`config.mk`:
```
export PLATFORM = sky130hd
export DESIGN_NAME = port_pin_control
export DESIGN_NICKNAME = d
export VERILOG_FILES = /design/src/core/port_pin_pkg.sv /design/src/core/pin_sync2.sv /design/src/core/port_pin_control.sv
export SDC_FILE = /design/constraint.sdc
export NUM_CORES = 1
export LEC_CHECK = 0
export ABC_AREA = 1
export BUFFER_PORTS_ARGS = -buffer_cell sky130_fd_sc_hd__buf_4
export CORE_MARGIN = 4
export CORE_UTILIZATION = 40
export DETAILED_ROUTE_END_ITERATION = 8
export MAX_ROUTING_LAYER = met4
export SKIP_CTS_REPAIR_TIMING = 1
export SLEW_MARGIN = 15
export SYNTH_ARGS = -nofsm -noshare
export SYNTH_HDL_FRONTEND = slang
export SYNTH_SLANG_ARGS = --single-unit
```
`constraint.sdc`:
```
create_clock -name CLK_SYS -period 9.45 [get_ports CLK_SYS]
set_clock_uncertainty 0.2 [all_clocks]
set_input_delay 1.89 -clock CLK_SYS [delete_from_list [all_inputs] [get_ports CLK_SYS]]
set_output_delay 1.89 -clock CLK_SYS [all_outputs]
set_load 0.02 [all_outputs]
```
`src/core/port_pin_pkg.sv`:
```
package port_pin_pkg;

  // Bus geometry
  localparam int ADDR_W = 8;
  localparam int IDX_W = 6;
  localparam int CFG_W = 13;

  // Register indices; byte address is four times the index
  localparam logic [IDX_W-1:0] IDX_SECOND_PORT = 6'h01;
  localparam logic [IDX_W-1:0] IDX_UPPER_DATA = 6'h10;
  localparam logic [IDX_W-1:0] IDX_UPPER_DIR = 6'h11;
  localparam logic [IDX_W-1:0] IDX_CONFIG = 6'h12;

  // Upper port A bits sit at positions 7:5 of their registers
  localparam int UPPER_LSB = 5;
  localparam int UPPER_N = 3;
  localparam int PIN_ANALOG = 0;
  localparam int PIN_CARRIER = 1;
  localparam int PIN_PLAIN = 2;

  // Configuration register fields
  localparam int CFG_OPTION_MAP = 0;
  localparam int CFG_PB_GP_LOW = 1;
  localparam int CFG_PB_GP_HIGH = 2;
  localparam int CFG_PA_OPEN_DRAIN = 3;
  localparam int CFG_PA_UPPER_OPEN_DRAIN = 4;
  localparam int CFG_PA_UPPER_PULLUP = 5;
  localparam int CFG_CARRIER_FUNCTION = 6;
  localparam int CFG_CARRIER_ON = 7;
  localparam int CFG_CARRIER_POLARITY = 8;
  localparam int CFG_PB_OD_LOW = 9;
  localparam int CFG_PB_OD_HIGH = 10;
  localparam int CFG_PB_PULLUP_LOW = 11;
  localparam int CFG_PB_PULLUP_HIGH = 12;

  // Converter channel that claims the analog-capable pin
  localparam logic [2:0] ANALOG_PIN_CHANNEL = 3'h1;

  // Values after reset
  localparam logic [CFG_W-1:0] CFG_RESET = 13'h0000;
  localparam logic [7:0] SECOND_DIR_RESET = 8'h00;
  localparam logic [UPPER_N-1:0] UPPER_DIR_RESET = 3'h0;
  localparam logic [7:0] FRONTPLANE_RESET = 8'hff;

  // Responses
  localparam logic [1:0] RESP_OKAY = 2'h0;
  localparam logic [1:0] RESP_SLVERR = 2'h2;

endpackage

```
`src/core/pin_sync2.sv`:
```
`timescale 1ns/100ps
module pin_sync2 #(
  parameter int W = 1
) (
  // Clock and reset
  input wire logic clk,
  input wire logic rst_n,
  // Data
  input wire logic [W-1:0] d,
  output logic [W-1:0] q
);

  logic [W-1:0] meta_r;
  logic [W-1:0] q_r;

  always_ff @(posedge clk or negedge rst_n) begin
    if (!rst_n) begin
      meta_r <= '0;
      q_r <= '0;
    end else begin
      meta_r <= d;
      q_r <= meta_r;
    end
  end

  assign q = q_r;

endmodule

```
`src/core/port_pin_control.sv`:
```
// Overview of operation
// - Upper port A input pin: data write only updates latch; reads return pin level, except the analog pin, which reads 0 while the converter claims it.
// - Carrier open-drain without pullup: pin alternates driven low and high impedance.
// - Carrier open-drain with pullup: pin alternates driven low and pulled high.
// - Port B has eight bidirectional pins shared with frontplane segment outputs.
// - Port B data register decodes at index 1 of the normal map.
// - Port B direction register decodes at index 1 only in the option map.
// - Reset clears port B direction, so all pins start as inputs.
// - Reset leaves the port B data register untouched.
// - Frontplane function owns port B after reset until software releases it.
// - Port B output pin drives its data register bit.
// - Port B input pin: data read returns the sampled pin level under general-purpose control; pins the frontplane owns read 0.
//
// Design decision made here: the AXI4-Lite slave port.
`timescale 1ns/100ps
module port_pin_control (
  // Clock and reset
  input wire logic CLK_SYS,
  input wire logic RST_B,
  // AXI4-Lite write address
  input wire logic [port_pin_pkg::ADDR_W-1:0] AWADDR,
  input wire logic AWVALID,
  output logic AWREADY,
  // AXI4-Lite write data and response
  input wire logic [31:0] WDATA,
  input wire logic [3:0] WSTRB,
  input wire logic WVALID,
  output logic WREADY,
  output logic [1:0] BRESP,
  output logic BVALID,
  input wire logic BREADY,
  // AXI4-Lite read
  input wire logic [port_pin_pkg::ADDR_W-1:0] ARADDR,
  input wire logic ARVALID,
  output logic ARREADY,
  output logic [31:0] RDATA,
  output logic [1:0] RRESP,
  output logic RVALID,
  input wire logic RREADY,
  // Converter and carrier generator
  input wire logic CONV_POWER_ON,
  input wire logic [2:0] CONV_CHANNEL_SELECT,
  input wire logic CARRIER_PULSE,
  // Upper port A pins: bit 0 analog, bit 1 carrier, bit 2 plain
  input wire logic [port_pin_pkg::UPPER_N-1:0] UPPER_PIN_IN,
  output logic [port_pin_pkg::UPPER_N-1:0] UPPER_PIN_OUT,
  output logic [port_pin_pkg::UPPER_N-1:0] UPPER_PIN_OE,
  output logic [port_pin_pkg::UPPER_N-1:0] UPPER_PIN_PULLUP,
  output logic ANALOG_PIN_SELECT,
  // Port B pins and frontplane segments
  input wire logic [7:0] SECOND_PORT_IN,
  input wire logic [7:0] SEGMENT_DRIVE,
  output logic [7:0] SECOND_PORT_OUT,
  output logic [7:0] SECOND_PORT_OE,
  output logic [7:0] SECOND_PORT_PULLUP,
  output logic [7:0] FRONTPLANE_SELECT
);

  localparam int UN = port_pin_pkg::UPPER_N;
  localparam int UL = port_pin_pkg::UPPER_LSB;

  // Reset release
  logic rst_meta_r;
  logic rst_sync_r;
  logic rst_n;

  always_ff @(posedge CLK_SYS or negedge RST_B) begin
    if (!RST_B) begin
      rst_meta_r <= 1'b0;
      rst_sync_r <= 1'b0;
    end else begin
      rst_meta_r <= 1'b1;
      rst_sync_r <= rst_meta_r;
    end
  end

  assign rst_n = rst_sync_r;

  // Pin levels arrive from outside the clock domain
  logic [UN+7:0] pin_sync;
  logic [UN-1:0] upper_pin;
  logic [7:0] second_pin;

  pin_sync2 #(.W(UN + 8)) u_pin_sync (
    .clk(CLK_SYS),
    .rst_n(rst_n),
    .d({SECOND_PORT_IN, UPPER_PIN_IN}),
    .q(pin_sync)
  );

  assign upper_pin = pin_sync[UN-1:0];
  assign second_pin = pin_sync[UN+7:UN];

  // Register state
  logic [port_pin_pkg::CFG_W-1:0] cfg_r, cfg_nxt;
  logic [7:0] second_port_direction_r, second_port_direction_nxt;
  logic [7:0] second_port_data_r, second_port_data_nxt;
  logic [UN-1:0] upper_dir_r, upper_dir_nxt;
  logic [UN-1:0] output_latch_r, output_latch_nxt;

  // Bus state
  logic aw_held_r, aw_held_nxt;
  logic [port_pin_pkg::ADDR_W-1:0] aw_addr_r, aw_addr_nxt;
  logic w_held_r, w_held_nxt;
  logic [31:0] w_data_r, w_data_nxt;
  logic [3:0] w_strb_r, w_strb_nxt;
  logic awready_r, awready_nxt;
  logic wready_r, wready_nxt;
  logic bvalid_r, bvalid_nxt;
  logic [1:0] bresp_r, bresp_nxt;
  logic arready_r, arready_nxt;
  logic rvalid_r, rvalid_nxt;
  logic [31:0] rdata_r, rdata_nxt;
  logic [1:0] rresp_r, rresp_nxt;

  // Derived controls
  logic option_map;
  logic analog_mode;
  logic [7:0] second_gp;
  logic [7:0] second_od;
  logic [7:0] second_pu;
  logic [7:0] second_read;
  logic [UN-1:0] upper_read;

  assign option_map = cfg_r[port_pin_pkg::CFG_OPTION_MAP];
  assign analog_mode = !upper_dir_r[port_pin_pkg::PIN_ANALOG] && CONV_POWER_ON &&
                       (CONV_CHANNEL_SELECT == port_pin_pkg::ANALOG_PIN_CHANNEL);

  // Returns {out, oe, pullup}; open drain only ever drives low
  function automatic logic [2:0] pin_drive(input logic dir, input logic val,
                                           input logic od, input logic pu_sel);
    logic [2:0] r;
    r = {1'b0, 1'b0, pu_sel};
    if (dir) begin
      if (od) begin
        r = {1'b0, !val, val && pu_sel};
      end else begin
        r = {val, 1'b1, 1'b0};
      end
    end
    return r;
  endfunction

  // Upper port A readback
  always_comb begin
    for (int i = 0; i < UN; i++) begin
      upper_read[i] = upper_dir_r[i] ? output_latch_r[i] : upper_pin[i];
    end
    if (analog_mode) begin
      upper_read[port_pin_pkg::PIN_ANALOG] = 1'b0;
    end
  end

  // Port B pin control and readback, one slice per pin
  logic [7:0] second_out_nxt, second_oe_nxt, second_pu_nxt;

  genvar g;
  generate
    for (g = 0; g < 8; g++) begin : g_second
      localparam bit HIGH = (g >= 4);
      logic [2:0] drv;
      assign second_gp[g] = HIGH ? cfg_r[port_pin_pkg::CFG_PB_GP_HIGH]
                                 : cfg_r[port_pin_pkg::CFG_PB_GP_LOW];
      assign second_od[g] = HIGH ? cfg_r[port_pin_pkg::CFG_PB_OD_HIGH]
                                 : cfg_r[port_pin_pkg::CFG_PB_OD_LOW];
      assign second_pu[g] = HIGH ? cfg_r[port_pin_pkg::CFG_PB_PULLUP_HIGH]
                                 : cfg_r[port_pin_pkg::CFG_PB_PULLUP_LOW];
      assign drv = pin_drive(second_port_direction_r[g], second_port_data_r[g],
                             second_od[g], second_pu[g]);
      assign second_out_nxt[g] = second_gp[g] ? drv[2] : SEGMENT_DRIVE[g];
      assign second_oe_nxt[g] = second_gp[g] ? drv[1] : 1'b1;
      // Pullup under a frontplane pin loads the segment; software must avoid it
      assign second_pu_nxt[g] = second_gp[g] ? drv[0] : second_pu[g];
      assign second_read[g] = !second_gp[g] ? 1'b0 :
                              second_port_direction_r[g] ? second_port_data_r[g] :
                              second_pin[g];
    end
  endgenerate

  // Upper port A pin control
  logic [UN-1:0] upper_out_nxt, upper_oe_nxt, upper_pu_nxt;
  logic analog_sel_nxt;

  always_comb begin
    logic [2:0] drv;
    logic carrier_val;
    logic carrier_od;
    logic pu_sel;
    logic pa_od;
    drv = 3'h0;
    carrier_val = 1'b0;
    carrier_od = 1'b0;
    pu_sel = cfg_r[port_pin_pkg::CFG_PA_UPPER_PULLUP];
    pa_od = cfg_r[port_pin_pkg::CFG_PA_OPEN_DRAIN];

    drv = pin_drive(upper_dir_r[port_pin_pkg::PIN_ANALOG],
                    output_latch_r[port_pin_pkg::PIN_ANALOG], pa_od, pu_sel);
    if (analog_mode) begin
      drv = 3'h0;
    end
    {upper_out_nxt[0], upper_oe_nxt[0], upper_pu_nxt[0]} = drv;
    analog_sel_nxt = analog_mode;

    if (cfg_r[port_pin_pkg::CFG_CARRIER_FUNCTION]) begin
      if (cfg_r[port_pin_pkg::CFG_CARRIER_ON]) begin
        carrier_val = CARRIER_PULSE;
        carrier_od = pa_od;
      end else begin
        carrier_val = cfg_r[port_pin_pkg::CFG_CARRIER_POLARITY];
        carrier_od = 1'b0;
      end
    end else begin
      carrier_val = output_latch_r[port_pin_pkg::PIN_CARRIER];
      carrier_od = pa_od;
    end
    drv = pin_drive(upper_dir_r[port_pin_pkg::PIN_CARRIER], carrier_val, carrier_od, pu_sel);
    {upper_out_nxt[1], upper_oe_nxt[1], upper_pu_nxt[1]} = drv;

    drv = pin_drive(upper_dir_r[port_pin_pkg::PIN_PLAIN],
                    output_latch_r[port_pin_pkg::PIN_PLAIN],
                    cfg_r[port_pin_pkg::CFG_PA_UPPER_OPEN_DRAIN], pu_sel);
    {upper_out_nxt[2], upper_oe_nxt[2], upper_pu_nxt[2]} = drv;
  end

  // Pin outputs come straight from flip-flops
  logic [UN-1:0] upper_out_r, upper_oe_r, upper_pu_r;
  logic analog_sel_r;
  logic [7:0] second_out_r, second_oe_r, second_pu_r, frontplane_r;

  always_ff @(posedge CLK_SYS or negedge rst_n) begin
    if (!rst_n) begin
      upper_out_r <= '0;
      upper_oe_r <= '0;
      upper_pu_r <= '0;
      analog_sel_r <= 1'b0;
      second_out_r <= 8'h00;
      second_oe_r <= 8'h00;
      second_pu_r <= 8'h00;
      frontplane_r <= port_pin_pkg::FRONTPLANE_RESET;
    end else begin
      upper_out_r <= upper_out_nxt;
      upper_oe_r <= upper_oe_nxt;
      upper_pu_r <= upper_pu_nxt;
      analog_sel_r <= analog_sel_nxt;
      second_out_r <= second_out_nxt;
      second_oe_r <= second_oe_nxt;
      second_pu_r <= second_pu_nxt;
      frontplane_r <= ~second_gp;
    end
  end

  // Bus slave and register writes
  always_comb begin
    logic [port_pin_pkg::IDX_W-1:0] widx;
    logic [port_pin_pkg::IDX_W-1:0] ridx;
    logic whit;
    widx = aw_addr_r[port_pin_pkg::ADDR_W-1:2];
    ridx = ARADDR[port_pin_pkg::ADDR_W-1:2];
    whit = 1'b0;
    aw_held_nxt = aw_held_r;
    aw_addr_nxt = aw_addr_r;
    w_held_nxt = w_held_r;
    w_data_nxt = w_data_r;
    w_strb_nxt = w_strb_r;
    bvalid_nxt = bvalid_r;
    bresp_nxt = bresp_r;
    rvalid_nxt = rvalid_r;
    rdata_nxt = rdata_r;
    rresp_nxt = rresp_r;
    cfg_nxt = cfg_r;
    second_port_direction_nxt = second_port_direction_r;
    second_port_data_nxt = second_port_data_r;
    upper_dir_nxt = upper_dir_r;
    output_latch_nxt = output_latch_r;

    if (AWVALID && awready_r) begin
      aw_held_nxt = 1'b1;
      aw_addr_nxt = AWADDR;
    end
    if (WVALID && wready_r) begin
      w_held_nxt = 1'b1;
      w_data_nxt = WDATA;
      w_strb_nxt = WSTRB;
    end
    if (bvalid_r && BREADY) begin
      bvalid_nxt = 1'b0;
    end
    // Address and data both present: commit and answer next edge
    if (aw_held_r && w_held_r && !bvalid_r) begin
      aw_held_nxt = 1'b0;
      w_held_nxt = 1'b0;
      bvalid_nxt = 1'b1;
      whit = 1'b1;
      case (widx)
        port_pin_pkg::IDX_SECOND_PORT: begin
          if (w_strb_r[0] && option_map) begin
            second_port_direction_nxt = w_data_r[7:0];
          end else if (w_strb_r[0]) begin
            second_port_data_nxt = w_data_r[7:0];
          end
        end
        port_pin_pkg::IDX_UPPER_DATA: begin
          if (w_strb_r[0]) begin
            output_latch_nxt = w_data_r[UL+UN-1:UL];
          end
        end
        port_pin_pkg::IDX_UPPER_DIR: begin
          if (w_strb_r[0]) begin
            upper_dir_nxt = w_data_r[UL+UN-1:UL];
          end
        end
        port_pin_pkg::IDX_CONFIG: begin
          if (w_strb_r[0]) begin
            cfg_nxt[7:0] = w_data_r[7:0];
          end
          if (w_strb_r[1]) begin
            cfg_nxt[port_pin_pkg::CFG_W-1:8] = w_data_r[port_pin_pkg::CFG_W-1:8];
          end
        end
        default: begin
          whit = 1'b0;
        end
      endcase
      bresp_nxt = whit ? port_pin_pkg::RESP_OKAY : port_pin_pkg::RESP_SLVERR;
    end

    if (rvalid_r && RREADY) begin
      rvalid_nxt = 1'b0;
    end
    if (ARVALID && arready_r) begin
      rvalid_nxt = 1'b1;
      rresp_nxt = port_pin_pkg::RESP_OKAY;
      rdata_nxt = 32'h0;
      case (ridx)
        port_pin_pkg::IDX_SECOND_PORT: begin
          rdata_nxt[7:0] = option_map ? second_port_direction_r : second_read;
        end
        port_pin_pkg::IDX_UPPER_DATA: begin
          rdata_nxt[UL+UN-1:UL] = upper_read;
        end
        port_pin_pkg::IDX_UPPER_DIR: begin
          rdata_nxt[UL+UN-1:UL] = upper_dir_r;
        end
        port_pin_pkg::IDX_CONFIG: begin
          rdata_nxt[port_pin_pkg::CFG_W-1:0] = cfg_r;
        end
        default: begin
          rresp_nxt = port_pin_pkg::RESP_SLVERR;
        end
      endcase
    end

    awready_nxt = !aw_held_nxt && !bvalid_nxt;
    wready_nxt = !w_held_nxt && !bvalid_nxt;
    arready_nxt = !rvalid_nxt;
  end

  always_ff @(posedge CLK_SYS or negedge rst_n) begin
    if (!rst_n) begin
      aw_held_r <= 1'b0;
      aw_addr_r <= '0;
      w_held_r <= 1'b0;
      w_data_r <= 32'h0;
      w_strb_r <= 4'h0;
      awready_r <= 1'b0;
      wready_r <= 1'b0;
      bvalid_r <= 1'b0;
      bresp_r <= 2'h0;
      arready_r <= 1'b0;
      rvalid_r <= 1'b0;
      rdata_r <= 32'h0;
      rresp_r <= 2'h0;
      cfg_r <= port_pin_pkg::CFG_RESET;
      second_port_direction_r <= port_pin_pkg::SECOND_DIR_RESET;
      upper_dir_r <= port_pin_pkg::UPPER_DIR_RESET;
    end else begin
      aw_held_r <= aw_held_nxt;
      aw_addr_r <= aw_addr_nxt;
      w_held_r <= w_held_nxt;
      w_data_r <= w_data_nxt;
      w_strb_r <= w_strb_nxt;
      awready_r <= awready_nxt;
      wready_r <= wready_nxt;
      bvalid_r <= bvalid_nxt;
      bresp_r <= bresp_nxt;
      arready_r <= arready_nxt;
      rvalid_r <= rvalid_nxt;
      rdata_r <= rdata_nxt;
      rresp_r <= rresp_nxt;
      cfg_r <= cfg_nxt;
      second_port_direction_r <= second_port_direction_nxt;
      upper_dir_r <= upper_dir_nxt;
    end
  end

  // Data latches keep their contents through reset
  always_ff @(posedge CLK_SYS) begin
    second_port_data_r <= second_port_data_nxt;
    output_latch_r <= output_latch_nxt;
  end

  assign AWREADY = awready_r;
  assign WREADY = wready_r;
  assign BVALID = bvalid_r;
  assign BRESP = bresp_r;
  assign ARREADY = arready_r;
  assign RVALID = rvalid_r;
  assign RDATA = rdata_r;
  assign RRESP = rresp_r;
  assign UPPER_PIN_OUT = upper_out_r;
  assign UPPER_PIN_OE = upper_oe_r;
  assign UPPER_PIN_PULLUP = upper_pu_r;
  assign ANALOG_PIN_SELECT = analog_sel_r;
  assign SECOND_PORT_OUT = second_out_r;
  assign SECOND_PORT_OE = second_oe_r;
  assign SECOND_PORT_PULLUP = second_pu_r;
  assign FRONTPLANE_SELECT = frontplane_r;

endmodule

```
==> flow_summary.ini, run 1 <==
[run_status]
status = complete, no violations

[sta]
hold_viol = 0
report.final.slew_viol_count = 0
fin_crit_ns = 3.195
maxClockFrequency_mhz = 313.0
fin_crit_sh_pct = 33.81
setup_violations = 0
rsz0062_at_grt = false
setup_tns_ns = 0
max_slew.worst_pin.slew_ns = 0.8322
relSlewSlack_pct = 44.52
timing.final.ws_setup_ns = 6.255

[power]
p_leak_nw = 3.497
power.total_mw = 1.939
vdd_drop_max_v = 0.0001449
power_density_mw_per_mm2 = 274.7

[worst_setup_path]
cp_cell_sequence = buf_4
cp_data_arrival_time_ns = 1.11
worst_setup_path_start_kind = flop
required_ns = 7.36
path_delay_family = flip-flops
cp_num_buf_inv = 1
critPathSlowestCell = dfstp_2
worstSetupEndpointType = output pin
crit_fanout = 4
max_stage_delay_ns = 0.55
critical_path_class = reg -> out

[global_routing]
grt_usage_pct = 16.68
grt_pass1_vias = 4005
grt_pass1_wl_um = 20000
grt_antenna_before_repair = 0
grt-ovfl-total = 0
grt_max_degree = 67

[detailed_routing]
ant_nets = 0
route.detailed.wl_per_inst_um = 13.88
drc = 0
via_per_inst = 4.570
drtPass1Iterations = 4
initialDrtViolationCount = 304
wirelength_um = 12060
vias = 3971

[floorplan]
start_util_pct = 41.19
rows = 42
core_area_sq_mm = 0.01335
die_h_um = 125.2
dieArea_sq_mm = 0.01568
die_x_um = 125.2
io_pins = 166

[final_layout]
finalNetCount = 763
antennaDiodeCount = 0
final_util_pct = 52.87
instances_no_fill = 869
syn_to_final_growth_pct = 28.36
drive_gt1_share_pct = 26.55

[synth]
yosysTopAreaCellShare_pct = 56.90
ys_ff_latch = 138
netlist_area_sq_mm = 0.005498
async_reset_ff_share_pct = 92.03
synth_common_cells = nand2_1, dfrtp_1, inv_1, o21ai_0, nor2_1
synth_largest_area_cell = dfrtp_1
yosysUniqueCellTypes = 27
synth_most_common_cell = nand2_1
yosysWarnings = 0
synth_edf_count = 11
ys.flop_type = dfrtp_1
synth.yosys.seq_area_share_pct = 63.86
syn_avg_cell_area_sq_um = 9.800
synthTopCellsByArea = dfrtp_1, nand2_1, edfxtp_1
netlist_instances = 561

[placement]
dp_cells = 837
io_buffers = 119
pre_cts_ws_ns = 5.882
place_congestion = 0.8950
dpl.hpwl_um = 8667

[flow_run]
maxCapViolations = 0

[clock_network]
clk_pin_slew_ns = 0.06
cts_tree = yes
cts-root-buf = clkbuf_16
clock_sinks = 138
clk-insertion-delay-late_ns = 0.41
cts_buffer_depth = 2
numCtsBuffers = 17
htree_levels = 4

[hold_path]
hold_path.class = reg -> reg
state kept, by name, summed over array words and instances, names as in the netlist, 2 cells and up:
| register | flops |
|---|---|
| u_pin_sync.q | 11 |
| SECOND_PORT_PULLUP | 8 |
| UPPER_PIN_PULLUP | 3 |
| cfg_r | 13 |
| u_pin_sync.meta_r | 11 |
| SECOND_PORT_OE | 8 |
| RDATA | 13 |
| w_strb_r | 2 |
| output_latch_r | 3 |
| SECOND_PORT_OUT | 8 |
| w_data_r | 13 |
| aw_addr_r | 6 |
| UPPER_PIN_OE | 3 |
| second_port_direction_r | 8 |
| UPPER_PIN_OUT | 3 |
| second_port_data_r | 8 |
| upper_dir_r | 3 |
| FRONTPLANE_SELECT | 2 |
cells by family (layout without fill, tap and decap cells):
kind of cell / count (synthesis) / count (layout) / share of synthesized area, %
and+or+nand+nor: 222 / 222 / 16.45
other: 2 / 22 / 0.1366
buffers and inverters: 104 / 216 / 9.376
DFF: 138 / 138 / 63.86
AOI/OAI and AO/OA: 95 / 95 / 10.17
through the flow:
| stage | hold slack, ns | instance area, sq um |
|---|---|---|
| floorplan | 0.1312 | 5573 |
| global placement | 0.1343 | 6422 |
| detailed placement | 0.1355 | 6422 |
| CTS | 0.1482 | 7057 |
| global route | 0.1520 | 7057 |
| finish | 0.1454 | 7057 |
power by group:
part           total (mW)  internal (mW)  switching, mW
Clock               0.708          0.466          0.241
Sequential          0.817          0.729         0.0876
Combinational       0.415          0.153          0.261
Total                1.94           1.35          0.590
placed cells by master, fill, tap and decap left out, types with 5 or more instances in the layout:
cell type | netlist | final
a21oi_1 | 13 | 13
buf_4 | 28 | 120
bufinv_16 | 0 | 5
clkbuf_16 | 0 | 17
conb_1 | 2 | 22
dfrtp_1 | 125 | 124
edfxtp_1 | 11 | 11
inv_1 | 63 | 63
nand2_1 | 159 | 159
nand3_1 | 8 | 8
nor2_1 | 39 | 39
o21ai_0 | 56 | 56
o21ai_2 | 16 | 16
area by class of cell:
cell class,count,area (sq um)
Tap cell,176,220.2
Clock inverter,13,201.4
Sequential cell,138,3515
Timing Repair Buffer,120,900.9
Clock buffer,19,432.9
Multi-Input combinational cell,339,1546
Inverter,64,240.2
Fill cell,1223,6291
metal layers:
layer / track usage, % / up-vias / wire length (um)
li1: - / 1948 / -
met1: 21.35 / 1896 / 5445
met2: 24.49 / 114 / 5662
met3: 5.970 / 13 / 779
met4: 6.378 / 0 / 172
met5: - / - / 0
final timing paths:
check	endpoint	depth (start not counted)	start	slack, ns
max	FRONTPLANE_SELECT[0]	1	FRONTPLANE_SELECT[3]	6.25
max reg2reg	second_port_data_r[2]	5	BVALID	7.36
min reg2reg	u_pin_sync.q[2]	0	u_pin_sync.meta_r[2]	0.15
max in group asynchronous	cfg_r[9]	1	rst_n	7.52
min in group asynchronous	u_pin_sync.meta_r[5]	0	rst_n	0.19
min	u_pin_sync.q[2]	0	u_pin_sync.meta_r[2]	0.15
No activity file was read; power rests on OpenSTA's default activity.
==> run 2, diff against run 1 <==
clock period = 3.31 ns   (was 9.45 ns; I/O delays follow)
==> flow_summary.ini, run 2 (synthesis gave the netlist of run 1 again) <==
[sta]
report.final.slew_viol_count = 0
setup_tns_ns = 0
relSlewSlack_pct = 46.52
fin_crit_sh_pct = 63.38
max_slew.worst_pin.slew_ns = 0.7992
whs_ns = 0.1436
rsz0062_at_grt = false
hold_viol = 0
timing.final.ws_setup_ns = 1.212
maxClockFrequency_mhz = 476.7
setup_violations = 0
fin_crit_ns = 2.098

[global_routing]
grt_antenna_before_repair = 0
grt-ovfl-total = 0
grt_pass1_vias = 4023
grt_usage_pct = 16.66
grt_pass1_wl_um = 20190
grt_max_degree = 73

[placement]
place_congestion = 0.9064
placed_area_sq_mm = 0.006435
pre_cts_ws_ns = 1.029
dp_cells = 837
dpl.hpwl_um = 8524
io_buffers = 119

[final_layout]
nFillCells = 1228
layout_commonest_cell = nand2_1
final_cell_mix = nand2_1, dfrtp_1, buf_4
finalNetCount = 764
syn_to_final_growth_pct = 28.15
fin_area_sq_mm = 0.007046
drive_gt1_share_pct = 26.66
antennaDiodeCount = 0
instances_no_fill = 870

[clock_network]
numCtsBuffers = 17
clock_sinks = 138
htree_levels = 4
clk-insertion-delay-late_ns = 0.42
cts_tree = yes
clk_pin_slew_ns = 0.06
cts_buffer_depth = 2
cts-root-buf = clkbuf_16

[worst_setup_path]
cp_data_arrival_time_ns = 1.94
worstSetupEndpointType = flop
critical_path_class = reg -> reg
crit_fanout = 8
worst_setup_path_start_kind = flop
required_ns = 3.15
reg2reg_setup_slack_ns = 1.21

[detailed_routing]
ant_nets = 0
initialDrtViolationCount = 327
drc = 0
wirelength_um = 11970
vias = 3939
via_per_inst = 4.528
drtPass1Iterations = 5
route.detailed.wl_per_inst_um = 13.75

[power]
power_density_mw_per_mm2 = 770.6
p_leak_nw = 3.489
vdd_drop_max_v = 0.0004270

[floorplan]
dieArea_sq_mm = 0.01568
core_area_sq_mm = 0.01335
io_pins = 166
start_util_pct = 41.19
die_x_um = 125.2
die_h_um = 125.2
rows = 42

[hold_path]
hold_path.class = reg -> reg

[flow_run]
maxCapViolations = 0

[run_status]
status = complete, no violations
[run 2: changes by cell type in the layout (fill, tap and decap cells not counted)]
cell / before / now
clkinv_1: 0 / 1
inv_6: 0 / 1
dlygate4sd3_1: 0 / 1
clkbuf_1: 2 / 0
buf_12: 0 / 1
bufinv_16: 5 / 3
clkinv_2: 4 / 3
buf_4: 120 / 119
clkinv_4: 1 / 4
[run 2: final cells by class]
class | count | area [sq um] | share of cell area (%)
clock buffer | 17 | 425.4 | 6.038
clock inverter | 15 | 175.2 | 2.486
inverter | 64 | 240.2 | 3.410
multi-input combinational | 339 | 1546 | 21.95
sequential | 138 | 3515 | 49.88
tap | 176 | 220.2 | 3.126
timing repair buffer | 121 | 923.4 | 13.11
[run 2: critical path, cell delays in order (launching register included)]
cell,delay [ns]
dfrtp_1,0.38
inv_1,0.09
nand3_2,0.11
nor2_2,0.24
nand2_1,0.08
nor2_1,0.61
[run 2: routing by layer]
layer	global-route usage [%]	up-vias	wire (um)
li1	-	1947	-
met1	22.02	1840	5359
met2	24.20	132	5521
met3	5.160	20	857
met4	6.441	0	226
met5	-	-	0
[run 2: path summary, 6_finish.rpt]
kind / to / start / depth (start not counted)
min reg2reg: u_pin_sync.q[4] / u_pin_sync.meta_r[4] / 0
max: second_port_data_r[6] / BVALID / 5
min in group asynchronous: w_data_r[9] / rst_n / 0
max reg2reg: second_port_data_r[6] / BVALID / 5
max in group asynchronous: FRONTPLANE_SELECT[6] / rst_n / 1
min: u_pin_sync.q[4] / u_pin_sync.meta_r[4] / 0
[run 2: where the power goes]
group | switching [mW] | leakage (nW) | total, mW | internal (mW)
registers | 0.249 | 1.68 | 2.33 | 2.08
logic | 0.752 | 1.52 | 1.19 | 0.440
clock network | 0.725 | 0.287 | 1.91 | 1.18
[run 2: through the flow]
| step | total power, mW | util (%) |
|---|---|---|
| 6_report | 5.429 | 52.78 |
| 5_1_grt | 5.740 | 52.78 |
| 4_1_cts | 5.482 | 52.71 |
| 3_5_place_dp | 3.562 | 48.21 |
| 3_3_place_gp | 3.528 | 48.21 |
| 2_1_floorplan | 3.094 | - |
